$ cat src/verilog/mcc_defines.vh
// Purpose: Shared constants for the channel/misc command handler
// Assumes: Included by bare name from every design file
// Notes:   Byte addresses of the APB registers are word aligned
//
// Function
// - Recognise exact three-byte read-enable request 0x46/0x25
// - Echo header, then one to three mask bytes
// - Wrong length gives exception 0xC6 code 03
// - Set request 0x26 applies mask bits per channel
// - Set success answers header plus zero result byte
// - Out-of-range mask or bad length gives exception
// - Read misc 0x29 echoes header plus settings byte
// - Bit7 filter 50/60 Hz, bit5 fast mode
// - Reserved settings bits read back as zero
// - Write misc 0x2A applies byte, answers zero result
// - Reserved bit set or bad length gives exception
`ifndef MCC_DEFINES_VH
`define MCC_DEFINES_VH

// ****************************************************************
// Protocol codes
// ****************************************************************
`define MCC_FUNC_VENDOR    8'h46
`define MCC_FUNC_EXCEPT    8'hc6
`define MCC_EXC_CODE       8'h03
`define MCC_SUB_RD_EN      8'h25
`define MCC_SUB_WR_EN      8'h26
`define MCC_SUB_RD_MISC    8'h29
`define MCC_SUB_WR_MISC    8'h2a
`define MCC_RESULT_OK      8'h00

// ****************************************************************
// Settings byte layout
// ****************************************************************
`define MCC_MISC_FILTER_BIT 7
`define MCC_MISC_FAST_BIT   5
`define MCC_MISC_RSVD_MASK  8'h5f

// ****************************************************************
// APB register map (byte addresses) and reset values
// ****************************************************************
`define MCC_OFS_CTRL       12'h000
`define MCC_OFS_CHMASK     12'h004
`define MCC_OFS_MISC       12'h008
`define MCC_OFS_STAT       12'h00c
`define MCC_CTRL_ADDR_LSB  0
`define MCC_CTRL_CNT_LSB   8
`define MCC_RST_STATION    8'h01
`define MCC_RST_CHCOUNT    5'h08
`define MCC_MAX_CHCOUNT    5'h18
`define MCC_RST_CHMASK     24'h0000ff
`define MCC_RST_MISC       8'h00

`endif

$ cat src/verilog/mcc_rx_collect.v
// Purpose: Collects one request frame byte by byte
// Assumes: Framing and CRC already stripped; rx_last marks last byte
// Notes:   Keeps the first six bytes, counts length saturating at 7
`include "mcc_defines.vh"
`timescale 1ns/1ps
`default_nettype none

module mcc_rx_collect (
    // Clock and reset
    input  wire        ref_clk,
    input  wire        nrst,
    // Accepted byte
    input  wire        take,
    input  wire [7:0]  rx_data,
    input  wire        rx_last,
    // Collected frame
    output reg         frame_done_ff,
    output reg  [2:0]  frame_len_ff,
    output wire [47:0] frame_bytes
);

    reg [7:0] buf_mem [0:5];
    reg [2:0] cnt_ff;
    integer   i;

    // *****************************************************************
    // Byte capture
    // *****************************************************************
    // A length of 7 stands for "too long"; no request here needs more
    always @(posedge ref_clk or negedge nrst) begin
        if (!nrst) begin
            cnt_ff        <= 3'h0;
            frame_done_ff <= 1'b0;
            frame_len_ff  <= 3'h0;
            for (i = 0; i < 6; i = i + 1) begin
                buf_mem[i] <= 8'h00;
            end
        end else begin
            frame_done_ff <= 1'b0;
            if (take) begin
                if (cnt_ff < 3'h6) begin
                    buf_mem[cnt_ff] <= rx_data;
                end
                if (rx_last) begin
                    frame_done_ff <= 1'b1;
                    frame_len_ff  <= (cnt_ff == 3'h7) ? 3'h7 : cnt_ff + 3'h1;
                    cnt_ff        <= 3'h0;
                end else if (cnt_ff != 3'h7) begin
                    cnt_ff <= cnt_ff + 3'h1;
                end
            end
        end
    end

    // Flatten the byte store, byte 0 in the low lane
    genvar g;
    generate
        for (g = 0; g < 6; g = g + 1) begin : g_flat
            assign frame_bytes[g*8 +: 8] = buf_mem[g];
        end
    endgenerate

endmodule
`default_nettype wire

$ cat src/verilog/mcc_tx_serial.v
// Purpose: Sends a response of up to six bytes with valid/ready
// Assumes: Load only while not busy
// Notes:   Byte 0 of the load word goes out first
`include "mcc_defines.vh"
`timescale 1ns/1ps
`default_nettype none

module mcc_tx_serial (
    // Clock and reset
    input  wire        ref_clk,
    input  wire        nrst,
    // Load port
    input  wire        load,
    input  wire [2:0]  load_len,
    input  wire [47:0] load_bytes,
    // Byte stream out
    output wire        tx_valid,
    output wire [7:0]  tx_data,
    output wire        tx_last,
    input  wire        tx_ready,
    // State
    output wire        busy
);

    reg [47:0] shreg_ff;
    reg [2:0]  rem_ff;

    // *****************************************************************
    // Shift out
    // *****************************************************************
    // A shift register keeps tx_data straight from flops
    always @(posedge ref_clk or negedge nrst) begin
        if (!nrst) begin
            shreg_ff <= 48'h0;
            rem_ff   <= 3'h0;
        end else if (load) begin
            shreg_ff <= load_bytes;
            rem_ff   <= load_len;
        end else if (tx_valid && tx_ready) begin
            shreg_ff <= {8'h00, shreg_ff[47:8]};
            rem_ff   <= rem_ff - 3'h1;
        end
    end

    assign busy     = (rem_ff != 3'h0);
    assign tx_valid = busy;
    assign tx_data  = shreg_ff[7:0];
    assign tx_last  = (rem_ff == 3'h1);  // Handshake term, combinational

endmodule
`default_nettype wire

$ cat src/verilog/mcc_cmd_handler.v
// Purpose: Vendor sub-functions for channel enables and misc settings
// Assumes: Frames arrive without framing or CRC, one byte per beat
// Notes:   Other addresses, functions and sub-functions get no answer
//
// The address map and the APB interface to the registers are this design's own decisions.
`include "mcc_defines.vh"
`timescale 1ns/1ps
`default_nettype none

module mcc_cmd_handler (
    // Clock and reset
    input  wire        ref_clk,
    input  wire        nrst,
    // Request byte stream
    input  wire        rx_valid,
    input  wire [7:0]  rx_data,
    input  wire        rx_last,
    output wire        rx_ready,
    // Response byte stream
    output wire        tx_valid,
    output wire [7:0]  tx_data,
    output wire        tx_last,
    input  wire        tx_ready,
    // APB slave
    input  wire        psel,
    input  wire        penable,
    input  wire        pwrite,
    input  wire [11:0] paddr,
    input  wire [31:0] pwdata,
    output reg  [31:0] prdata,
    output wire        pready,
    output reg         pslverr,
    // Applied settings
    output wire [23:0] chan_en,
    output wire        filter_50hz,
    output wire        fast_mode
);

    // *****************************************************************
    // Local constants
    // *****************************************************************
    localparam ST_IDLE = 2'h0;
    localparam ST_EXEC = 2'h1;
    localparam ST_SEND = 2'h2;

    // *****************************************************************
    // Functions
    // *****************************************************************
    // Bits allowed in a mask for a given channel count
    function [23:0] valid_mask;
        input [4:0] count;
        begin
            valid_mask = ~(24'hffffff << count);
        end
    endfunction

    // Mask bytes needed to cover a given channel count
    function [2:0] mask_bytes;
        input [4:0] count;
        begin
            if (count > 5'h10) begin
                mask_bytes = 3'h3;
            end else if (count > 5'h08) begin
                mask_bytes = 3'h2;
            end else begin
                mask_bytes = 3'h1;
            end
        end
    endfunction

    // Clamp a channel count into 1..24
    function [4:0] clamp_count;
        input [7:0] v;
        begin
            if (v == 8'h00) begin
                clamp_count = 5'h01;
            end else if (v > {3'h0, `MCC_MAX_CHCOUNT}) begin
                clamp_count = `MCC_MAX_CHCOUNT;
            end else begin
                clamp_count = v[4:0];
            end
        end
    endfunction

    // *****************************************************************
    // Declarations
    // *****************************************************************
    reg  [1:0]  state_ff;
    reg  [1:0]  nxt_state;
    reg  [7:0]  station_ff;
    reg  [4:0]  chcount_ff;
    reg  [23:0] chmask_ff;
    reg  [7:0]  misc_ff;
    reg  [15:0] served_ff;
    reg  [15:0] excnt_ff;
    wire        frame_done;
    wire [2:0]  frame_len;
    wire [47:0] frame_bytes;
    wire        tx_busy;
    wire [7:0]  b_addr;
    wire [7:0]  b_func;
    wire [7:0]  b_sub;
    wire [7:0]  b3;
    wire [7:0]  b4;
    wire [7:0]  b5;
    reg         resp_load;
    reg  [2:0]  resp_len;
    reg  [47:0] resp_bytes;
    reg         set_mask;
    reg  [23:0] new_mask;
    reg         set_misc;
    reg         is_exc;
    wire [23:0] req_mask;
    wire [23:0] cur_valid;
    wire        apb_wr;
    wire        apb_rd;

    assign b_addr = frame_bytes[7:0];
    assign b_func = frame_bytes[15:8];
    assign b_sub  = frame_bytes[23:16];
    assign b3     = frame_bytes[31:24];
    assign b4     = frame_bytes[39:32];
    assign b5     = frame_bytes[47:40];

    // *****************************************************************
    // Frame collection and response sending
    // *****************************************************************
    // New bytes are refused while a frame is decoded or answered.
    // The done cycle is closed too: a byte taken there would land in
    // byte 0 of the store while the finished frame is still decoded.
    assign rx_ready = (state_ff == ST_IDLE) && !frame_done;

    mcc_rx_collect u_rx (
        .ref_clk       (ref_clk),
        .nrst          (nrst),
        .take          (rx_valid && rx_ready),
        .rx_data       (rx_data),
        .rx_last       (rx_last),
        .frame_done_ff (frame_done),
        .frame_len_ff  (frame_len),
        .frame_bytes   (frame_bytes)
    );

    mcc_tx_serial u_tx (
        .ref_clk    (ref_clk),
        .nrst       (nrst),
        .load       (resp_load),
        .load_len   (resp_len),
        .load_bytes (resp_bytes),
        .tx_valid   (tx_valid),
        .tx_data    (tx_data),
        .tx_last    (tx_last),
        .tx_ready   (tx_ready),
        .busy       (tx_busy)
    );

    // *****************************************************************
    // Request decode
    // *****************************************************************
    // Missing mask bytes of a short set request count as disabled
    assign req_mask  = {(frame_len >= 3'h6) ? b5 : 8'h00,
                        (frame_len >= 3'h5) ? b4 : 8'h00, b3};
    assign cur_valid = valid_mask(chcount_ff);

    // One decision per collected frame, taken in ST_EXEC
    always @* begin
        resp_load  = 1'b0;
        resp_len   = 3'h3;
        resp_bytes = {24'h0, `MCC_EXC_CODE, `MCC_FUNC_EXCEPT, b_addr};
        set_mask   = 1'b0;
        new_mask   = req_mask;
        set_misc   = 1'b0;
        is_exc     = 1'b0;
        if (state_ff == ST_EXEC && b_addr == station_ff &&
            b_func == `MCC_FUNC_VENDOR) begin
            if (b_sub == `MCC_SUB_RD_EN) begin
                resp_load = 1'b1;
                if (frame_len != 3'h3) begin
                    is_exc = 1'b1;
                end else begin
                    // Header echo then as many bytes as channels need
                    resp_len   = 3'h3 + mask_bytes(chcount_ff);
                    resp_bytes = {chmask_ff, b_sub, b_func, b_addr};
                end
            end else if (b_sub == `MCC_SUB_WR_EN) begin
                resp_load = 1'b1;
                if (frame_len < 3'h4 || frame_len > 3'h6 ||
                    (req_mask & ~cur_valid) != 24'h0) begin
                    is_exc = 1'b1;
                end else begin
                    set_mask   = 1'b1;
                    resp_len   = 3'h4;
                    resp_bytes = {16'h0, `MCC_RESULT_OK, b_sub,
                                  b_func, b_addr};
                end
            end else if (b_sub == `MCC_SUB_RD_MISC) begin
                resp_load = 1'b1;
                if (frame_len != 3'h3) begin
                    is_exc = 1'b1;
                end else begin
                    resp_len   = 3'h4;
                    resp_bytes = {16'h0, misc_ff & ~`MCC_MISC_RSVD_MASK,
                                  b_sub, b_func, b_addr};
                end
            end else if (b_sub == `MCC_SUB_WR_MISC) begin
                resp_load = 1'b1;
                if (frame_len != 3'h4 ||
                    (b3 & `MCC_MISC_RSVD_MASK) != 8'h00) begin
                    is_exc = 1'b1;
                end else begin
                    set_misc   = 1'b1;
                    resp_len   = 3'h4;
                    resp_bytes = {16'h0, `MCC_RESULT_OK, b_sub,
                                  b_func, b_addr};
                end
            end
        end
    end

    // *****************************************************************
    // Sequencer
    // *****************************************************************
    // Wait for the sender to drain before taking the next request
    always @* begin
        nxt_state = state_ff;
        case (state_ff)
            ST_IDLE: begin
                if (frame_done) begin
                    nxt_state = ST_EXEC;
                end
            end
            ST_EXEC: begin
                nxt_state = resp_load ? ST_SEND : ST_IDLE;
            end
            ST_SEND: begin
                if (!tx_busy) begin
                    nxt_state = ST_IDLE;
                end
            end
            default: begin
                nxt_state = ST_IDLE;
            end
        endcase
    end

    always @(posedge ref_clk or negedge nrst) begin
        if (!nrst) begin
            state_ff <= ST_IDLE;
        end else begin
            state_ff <= nxt_state;
        end
    end

    // *****************************************************************
    // APB slave
    // *****************************************************************
    // Zero wait states; every access completes in its access phase.
    // Read data is registered at the setup edge, so it already stands
    // when the master samples it in the access phase.
    assign pready = 1'b1;
    assign apb_wr = psel && penable && pwrite;
    assign apb_rd = psel && !pwrite;

    // Applied state; a frame update wins over a same-cycle APB write
    always @(posedge ref_clk or negedge nrst) begin
        if (!nrst) begin
            station_ff <= `MCC_RST_STATION;
            chcount_ff <= `MCC_RST_CHCOUNT;
            chmask_ff  <= `MCC_RST_CHMASK;
            misc_ff    <= `MCC_RST_MISC;
        end else begin
            if (apb_wr && paddr == `MCC_OFS_CTRL) begin
                station_ff <= pwdata[`MCC_CTRL_ADDR_LSB +: 8];
                chcount_ff <= clamp_count(pwdata[`MCC_CTRL_CNT_LSB +: 8]);
            end
            // Only flops written by an accepted request change
            if (set_mask) begin
                chmask_ff <= new_mask;
            end else if (apb_wr && paddr == `MCC_OFS_CHMASK) begin
                chmask_ff <= pwdata[23:0] & cur_valid;
            end
            if (set_misc) begin
                misc_ff <= b3;
            end else if (apb_wr && paddr == `MCC_OFS_MISC) begin
                misc_ff <= pwdata[7:0] & ~`MCC_MISC_RSVD_MASK;
            end
        end
    end

    // Answer counters, wrapping; both share one word so software
    // sees a consistent pair in a single read
    always @(posedge ref_clk or negedge nrst) begin
        if (!nrst) begin
            served_ff <= 16'h0;
            excnt_ff  <= 16'h0;
        end else if (resp_load) begin
            if (is_exc) begin
                excnt_ff <= excnt_ff + 16'h1;
            end else begin
                served_ff <= served_ff + 16'h1;
            end
        end
    end

    // Read data and error are registered in the setup cycle
    always @(posedge ref_clk or negedge nrst) begin
        if (!nrst) begin
            prdata  <= 32'h0;
            pslverr <= 1'b0;
        end else if (psel && !penable) begin
            prdata  <= 32'h0;
            pslverr <= 1'b0;
            if (paddr == `MCC_OFS_CTRL) begin
                if (apb_rd) begin
                    prdata <= {19'h0, chcount_ff, station_ff};
                end
            end else if (paddr == `MCC_OFS_CHMASK) begin
                if (apb_rd) begin
                    prdata <= {8'h0, chmask_ff};
                end
            end else if (paddr == `MCC_OFS_MISC) begin
                if (apb_rd) begin
                    prdata <= {24'h0, misc_ff};
                end
            end else if (paddr == `MCC_OFS_STAT) begin
                if (apb_rd) begin
                    prdata <= {excnt_ff, served_ff};
                end else begin
                    pslverr <= 1'b1;   // Counters are read only
                end
            end else begin
                pslverr <= 1'b1;       // Unmapped address
            end
        end
    end

    // *****************************************************************
    // Applied settings out
    // *****************************************************************
    assign chan_en     = chmask_ff;
    assign filter_50hz = misc_ff[`MCC_MISC_FILTER_BIT];
    assign fast_mode   = misc_ff[`MCC_MISC_FAST_BIT];

endmodule
`default_nettype wire

$ cat config.mk
export PLATFORM = sky130hd
export DESIGN_NAME = mcc_cmd_handler
export DESIGN_NICKNAME = d
export VERILOG_FILES = /design/src/verilog/mcc_rx_collect.v /design/src/verilog/mcc_tx_serial.v /design/src/verilog/mcc_cmd_handler.v
export VERILOG_INCLUDE_DIRS = /design/src /design/src/verilog
export SDC_FILE = /design/constraint.sdc
export NUM_CORES = 1
export LEC_CHECK = 0
export BUFFER_PORTS_ARGS = -buffer_cell sky130_fd_sc_hd__buf_2
export CAP_MARGIN = 5
export CORE_ASPECT_RATIO = 0.8
export CORE_MARGIN = 3
export CORE_UTILIZATION = 46
export CTS_CLUSTER_SIZE = 8
export DETAILED_ROUTE_END_ITERATION = 6
export HOLD_SLACK_MARGIN = 0.05
export PLACE_DENSITY = 0.68
export SYNTH_ARGS = -nofsm -noshare
export SYNTH_HDL_FRONTEND = slang
export SYNTH_HIERARCHICAL = 1
export SYNTH_SLANG_ARGS = --single-unit
$ cat constraint.sdc
create_clock -name ref_clk -period 4.88 [get_ports ref_clk]
set_input_delay 0.976 -clock ref_clk [delete_from_list [all_inputs] [get_ports ref_clk]]
set_output_delay 0.976 -clock ref_clk [all_outputs]
set_load 0.02 [all_outputs]
==> results of run 1 <==
[flip-flops by register name, summed over array words and instances (netlist names), 5 cells and up]
name and count:
prdata 32, excnt_ff 16, served_ff 16, station_ff 8, u_tx/shreg_ff 48, u_rx/frame_bytes 48, chan_en 24, chcount_ff 5
misc_ff 8
[Yosys cell counts (11+ instances only)]
cell type,instances
dfrtp_1,208
nand2_1,84
a21oi_1,68
o21ai_0,63
mux2_2,59
nor2b_1,48
clkbuf_1,42
nor2_1,41
xor2_1,35
a31oi_1,34
and2_1,30
nor3_1,25
a22oi_1,21
nand3_1,21
nand2b_1,20
a22o_1,18
buf_2,17
mux2i_1,17
a221o_1,16
buf_4,16
inv_1,16
and3_1,12
nor4_1,11
[cells in the final DEF (no fill, tap or decap), types with 11 or more instances in the layout]
cell type	count
a21oi_1	68
a221o_1	16
a22o_1	18
a22oi_1	21
a31oi_1	34
and2_1	30
and3_1	12
buf_2	120
buf_4	12
clkbuf_1	24
clkbuf_16	31
conb_1	11
dfrtp_1	208
inv_1	16
mux2_2	59
mux2i_1	17
nand2_1	84
nand2b_1	20
nand3_1	21
nor2_1	40
nor2b_1	47
nor3_1	23
nor4_1	11
o21ai_0	62
xor2_1	35
[power by group]
group	internal [mW]	switching, mW	total [mW]	leakage (nW)
combinational	0.331	0.443	0.774	2.60
sequential	2.02	0.240	2.26	2.89
clock	1.18	0.777	1.96	0.419
total	3.53	1.46	4.99	5.91
[worst max-delay path: cells and delay by family (launching register included)]
| family | cells | cell delay (ns) |
|---|---|---|
| and+or+nand+nor | 3 | 1.24 |
| DFF | 1 | 0.85 |
| buffers and inverters | 2 | 0.61 |
| AOI/OAI and AO/OA | 2 | 0.51 |
| muxes | 1 | 0.39 |
[routing by layer]
metal	vias to the layer above	global-route usage, %	part of all wire [%]
li1	4143	-	-
met2	381	36.0	44
met4	0	5.14	2.0
met5	-	0	0
met3	52	5.55	8.7
met1	4523	37.1	45
[layout make-up]
class                           instances  area, um^2
Clock buffer                           55         866
Clock inverter                          2        17.5
Fill cell                            2121       10800
Inverter                               19        76.3
Multi-Input combinational cell        775        5350
Sequential cell                       218        5470
Tap cell                              312         390
Timing Repair Buffer                  134         726
[per-stage QoR]
step / utilization, % / instance area (um^2) / power [mW]
floorplan: - / 11300 / 2.79
global placement: 50.6 / 12000 / 3.03
detailed placement: 50.6 / 12000 / 3.05
CTS: 54.4 / 12900 / 5.02
global route: 54.4 / 12900 / 5.21
finish: 54.4 / 12900 / 4.99
[cell families (layout without fill, tap and decap cells)]
logic type                 count (synthesis)  after routing  share of synthesized area, %
DFF                                      218            218                          48.5
other                                      2             11                        0.0666
adders and majority gates                  8              8                         0.888
muxes                                     88             88                          8.87
xor gates and xnor gates                  38             38                          2.95
AOI/OAI and AO/OA                        289            289                          17.3
buffers and inverters                    102            210                          4.57
and+or+nand+nor                          341            341                          16.9
[worst min-delay path by stage]
stage,startpoint,end,cells after the start
final,nrst,misc_ff[4],1
after global routing,nrst,misc_ff[4],1
after CTS,nrst,misc_ff[4],1
after detailed placement,pslverr,pslverr,2
after global placement,served_ff[15],served_ff[15],1
after floorplan,served_ff[15],served_ff[15],1
==> qor.yml, run 1 <==
ant_nets: 0
min_period_over_period_pct: 75.5
synth.distinct_cells: 85
place_hpwl_um: 22900
setup_violations: 0
r2r_cells: 8
synthCells: 1086
synth_edf_count: 0
hold_viol_final: 0
timing.hold.ws_ns: 0.408
start_util_pct: 47.5
syn_area_um2: 11300
yosys.area.top_type: "dfrtp_1"
synthToLayoutAreaGrowth_pct: 14.4
timing.rr.start: "chcount_ff[3]"
r2r_end: "chan_en[0]"
yosysTopAreaCellShare_pct: 46.2
rrSetupSlack_ns: 1.19
final_nets: 1247
arrival_ns: 4.16
yosysWarnings: 6
grt_pass1_vias: 8969
drc: 0
io_pins: 131
synth_seq_cells: 218
place_ws_ns: 1.31
ys_top_cells_by_area: "dfrtp_1 (46%), mux2_2 (5.9%), a21oi_1 (3.0%)"
critPathKind: "flip-flop to flip-flop"
crit_path_max_fanout: 25
async_reset_ff_share_pct: 100
antenna_cells: 0
endpoint: "chan_en[0]"
peakVddDrop_mv: 0.239
drt_iter0_markers: 1020
port_buffers: 121
p_leak_nw: 5.91
p_per_area_nw_per_um2: 387
post_cts_buffers: 0
fin_cells: 1515
min_path_type: "primary input to async pin"
core_area_um2: 23700
num_rows: 50
post_drt_wl_per_cell_um: 21.8
setup_tns_ns: 0
clock_path_buffers: 3
synth.avg_cell_area_um2: 10.4
cts.clk_slew.worst_paths_ns: 0.05
hold_buffers: 0
yosysSeqAreaShare_pct: 48.5
worst_pin_slew_ns: 1.21
worst_setup_path_start_kind: "flip-flop"
drv_cap: 0
drv_slew: 0
status: "completed"
period_minus_slack_ns: 3.69
cts_root_buf: "clkbuf_16"
drive_gt1_share_pct: 22.7
die_h_um: 146
cp-startpoint: "chcount_ff[3]"
cts_tree: "done"
ys.flop_type: "dfrtp_1"
cp.required_ns: 5.36
num_vias: 9099
fin_ws_ns: 1.19
fp.dieArea_um2: 26400
grt_pass1_wl_um: 52200
die_w_um: 181
grt_usage_pct: 24.5
slew_headroom_pct: 19.5
cts_max_level: 1
grt_setup_unrepaired: "no"
grt-ovfl-total: 0
dr.pass1.iters: 7
skew_ns: 0.0212
path_cells: "inv_1, a21boi_0, o32ai_1, nor3b_1, and4b_1, and4_1, buf_4, mux2_2"
slowest_delay_ns: 0.85
dp_cells: 1458
end_kind: "flip-flop"
cp_slowest_cell: "dfstp_2"
antenna_found_initial: 1
fmax_mhz: 271
clock_latency_ns: 0.55
grt_max_degree: 134
cts_buffers: 31
cts.sinks: 218
drt_wl_total_um: 33100
cts_resized: 0
drt-vias-per-instance: 6.01
gp_congestion: 0.907
Note: power is estimated with default switching activity, not from simulation.
==> run 2, diff against run 1 <==
Clock period 4.88 ns to 3.7 ns, I/O delays scaled along.
==> run 2 against run 1 <==
Against the previous run: setup slack lost 0.62 ns; sequential share of layout area shrank 0.20 points; final cell count is essentially flat; clock skew shrank 0.0038 ns; first-iteration DRC count shrank 5.4%; count of clock-buffer cells in the layout shrank 10; design area grew 0.48%; wire length shrank 1.4%; maximum frequency grew 18%; register-to-register slack lost 0.62 ns; critical path type unchanged; critical endpoint is now served_ff[13]; largest cell class unchanged.
==> qor.yml, run 2 (synthesized netlist as in run 1, its figures left out) <==
status: "completed"
cts_max_level: 1  # unchanged
grt-ovfl-total: 0  # unchanged
fin_ws_ns: 0.573  # -0.621 ns
num_rows: 50  # unchanged
skew_ns: 0.0175  # -0.00376 ns
period_minus_slack_ns: 3.13  # -0.559 ns
worst_setup_path_start_kind: "flip-flop"
grt_pass1_wl_um: 51400  # -1.5%
grt_max_degree: 104  # -22%
hold_buffers: 0  # unchanged
io_pins: 131  # unchanged
wl_met1_um: 15100  # +0.85%
min_period_over_period_pct: 84.5  # +9.0 points
path_buf_inv: 0  # -2
drt_wl_total_um: 32600  # -1.4%
grt_usage_pct: 24.3  # -0.19 points
wl_met2_um: 13700  # -5.7%
fill_cells: 2063  # -2.7%
mostFrequentLayoutCell: "dfrtp_1"
final_nets: 1256  # +0.72%
die_w_um: 181  # unchanged
start_util_pct: 47.5  # unchanged
cp_num_cells: 7  # -1
cts.sinks: 218  # unchanged
cts_tree: "done"
grt_pass1_vias: 8744  # -2.5%
port_buffers: 121  # unchanged
combPwrFrac_pct: 15.7  # +0.2 points
p_sw_mw: 1.90  # +30%
clock_latency_ns: 0.56  # about the same
cp_slowest_cell: "nor4b_4"
grt_setup_unrepaired: "no"
antenna_cells: 0  # unchanged
fin_cells: 1514  # -0.066%
cts_buffers: 31  # unchanged
antenna_found_initial: 0  # -1
route.met3.wl_um: 2750  # -4.3%
arrival_ns: 3.54  # -0.62 ns
cts.clk_slew.worst_paths_ns: 0.05  # about the same
ant_nets: 0  # unchanged
clockPowerShare_pct: 38.8  # -0.4 points
dp_cells: 1467  # +0.62%
drv_slew: 0  # unchanged
seqPwrFrac_pct: 45.5  # +0.2 points
cp.required_ns: 4.11  # -1.25 ns
top_layer_used: "met4"
drc: 0  # unchanged
slew_headroom_pct: 22.5  # +3.0 points
num_vias: 9056  # -0.47%
peakVddDrop_mv: 0.363  # +52%
fp.dieArea_um2: 26400  # unchanged
die_h_um: 146  # unchanged
rrSetupSlack_ns: 0.57  # -0.62 ns
post_cts_buffers: 0  # unchanged
p_leak_nw: 5.95  # +0.75%
worst_pin_slew_ns: 1.16  # -0.0446 ns
drt_iter0_markers: 965  # -5.4%
fmax_mhz: 320  # +18%
synthToLayoutAreaGrowth_pct: 15.0
p_int_mw: 4.63  # +31%
post_drt_wl_per_cell_um: 21.5  # -1.4%
drt-vias-per-instance: 5.98  # -0.41%
hold_viol_final: 0  # unchanged
min_path_type: "primary input to async pin"
r2r_end: "served_ff[13]"
setup_violations: 0  # unchanged
timing.hold.ws_ns: 0.190  # -0.218 ns
timing.rr.start: "u_rx/frame_bytes[20]"
drv_cap: 0  # unchanged
r2r_cells: 7  # -1
setup_tns_ns: 0  # unchanged
gp_congestion: 0.905  # -0.24%
place_ws_ns: 0.638  # -0.674 ns
clock_path_buffers: 3  # unchanged
path_cells: "nor4b_4, o221ai_2, and4b_1, and4bb_1, nand4b_4, a2111oi_1, xor2_1"
end_kind: "flip-flop"
drive_gt1_share_pct: 23.4  # +0.68 points
place_hpwl_um: 23100  # +1.1%
slowest_delay_ns: 0.57  # -0.28 ns
core_area_um2: 23700  # unchanged
cts_resized: 0  # unchanged
switching_share_pct: 29.1  # -0.092 points
crit_path_max_fanout: 15  # -40%
crit_family: "simple AND/OR/NAND/NOR gates"
cts_root_buf: "clkbuf_16"
layout_common_cells: "dfrtp_1 (208), buf_2 (120), nand2_1 (84)"
p_per_area_nw_per_um2: 504  # +30%
critPathKind: "flip-flop to flip-flop"
dr.pass1.iters: 6  # -1
## run 2: changes by cell type in the layout (fill, tap and decap cells not counted)
cell      change
nor3_1        +1
buf_12        +2
buf_4         +7
inv_16        +1
clkbuf_1     -10
nor3_2        -1
inv_6         -1
## run 2: power groups by stage
| stage | logic, mW | registers (mW) | clock network [mW] |
|---|---|---|---|
| after floorplan | 0.798 | 2.89 | 0 |
| after global placement | 0.996 | 3.00 | 0 |
| after detailed placement | 1.02 | 3.01 | 0 |
| after CTS | 1.02 | 2.97 | 2.58 |
| after global routing | 1.13 | 3.01 | 2.68 |
| final | 1.03 | 2.97 | 2.54 |
## run 2: worst max path at each step
stage / start / endpoint / slack, ns
final: u_rx/frame_bytes[20] / served_ff[13] / 0.57
after global routing: u_rx/frame_bytes[20] / served_ff[12] / 0.40
after CTS: u_rx/frame_bytes[13] / served_ff[13] / 0.61
after detailed placement: u_rx/frame_bytes[13] / served_ff[12] / 0.64
after global placement: u_rx/frame_bytes[20] / served_ff[12] / 0.68
after floorplan: u_rx/frame_bytes[20] / chan_en[5] / 1.08
## run 2: metrics by stage
stage / util, % / power, mW / instance area, um^2
floorplan: - / 3.69 / 11300
global placement: 51.0 / 4.00 / 12100
detailed placement: 51.0 / 4.03 / 12100
CTS: 54.6 / 6.57 / 13000
global route: 54.6 / 6.83 / 13000
finish: 54.6 / 6.54 / 13000
## run 2: metal layers
layer / track usage, % / vias to the layer above
li1: - / 4141
met1: 37.0 / 4464
met2: 34.2 / 387
met3: 6.07 / 64
met4: 6.85 / 0
met5: 0 / -
## run 2: layout make-up
type,count,area [um^2],share of cell area [%]
Clock inverter,2,28.8,0.222
Multi-Input combinational cell,775,5350,41.3
Sequential cell,218,5470,42.2
Clock buffer,45,828,6.39
Inverter,19,76.3,0.589
Tap cell,312,390,3.01
Timing Repair Buffer,143,818,6.32
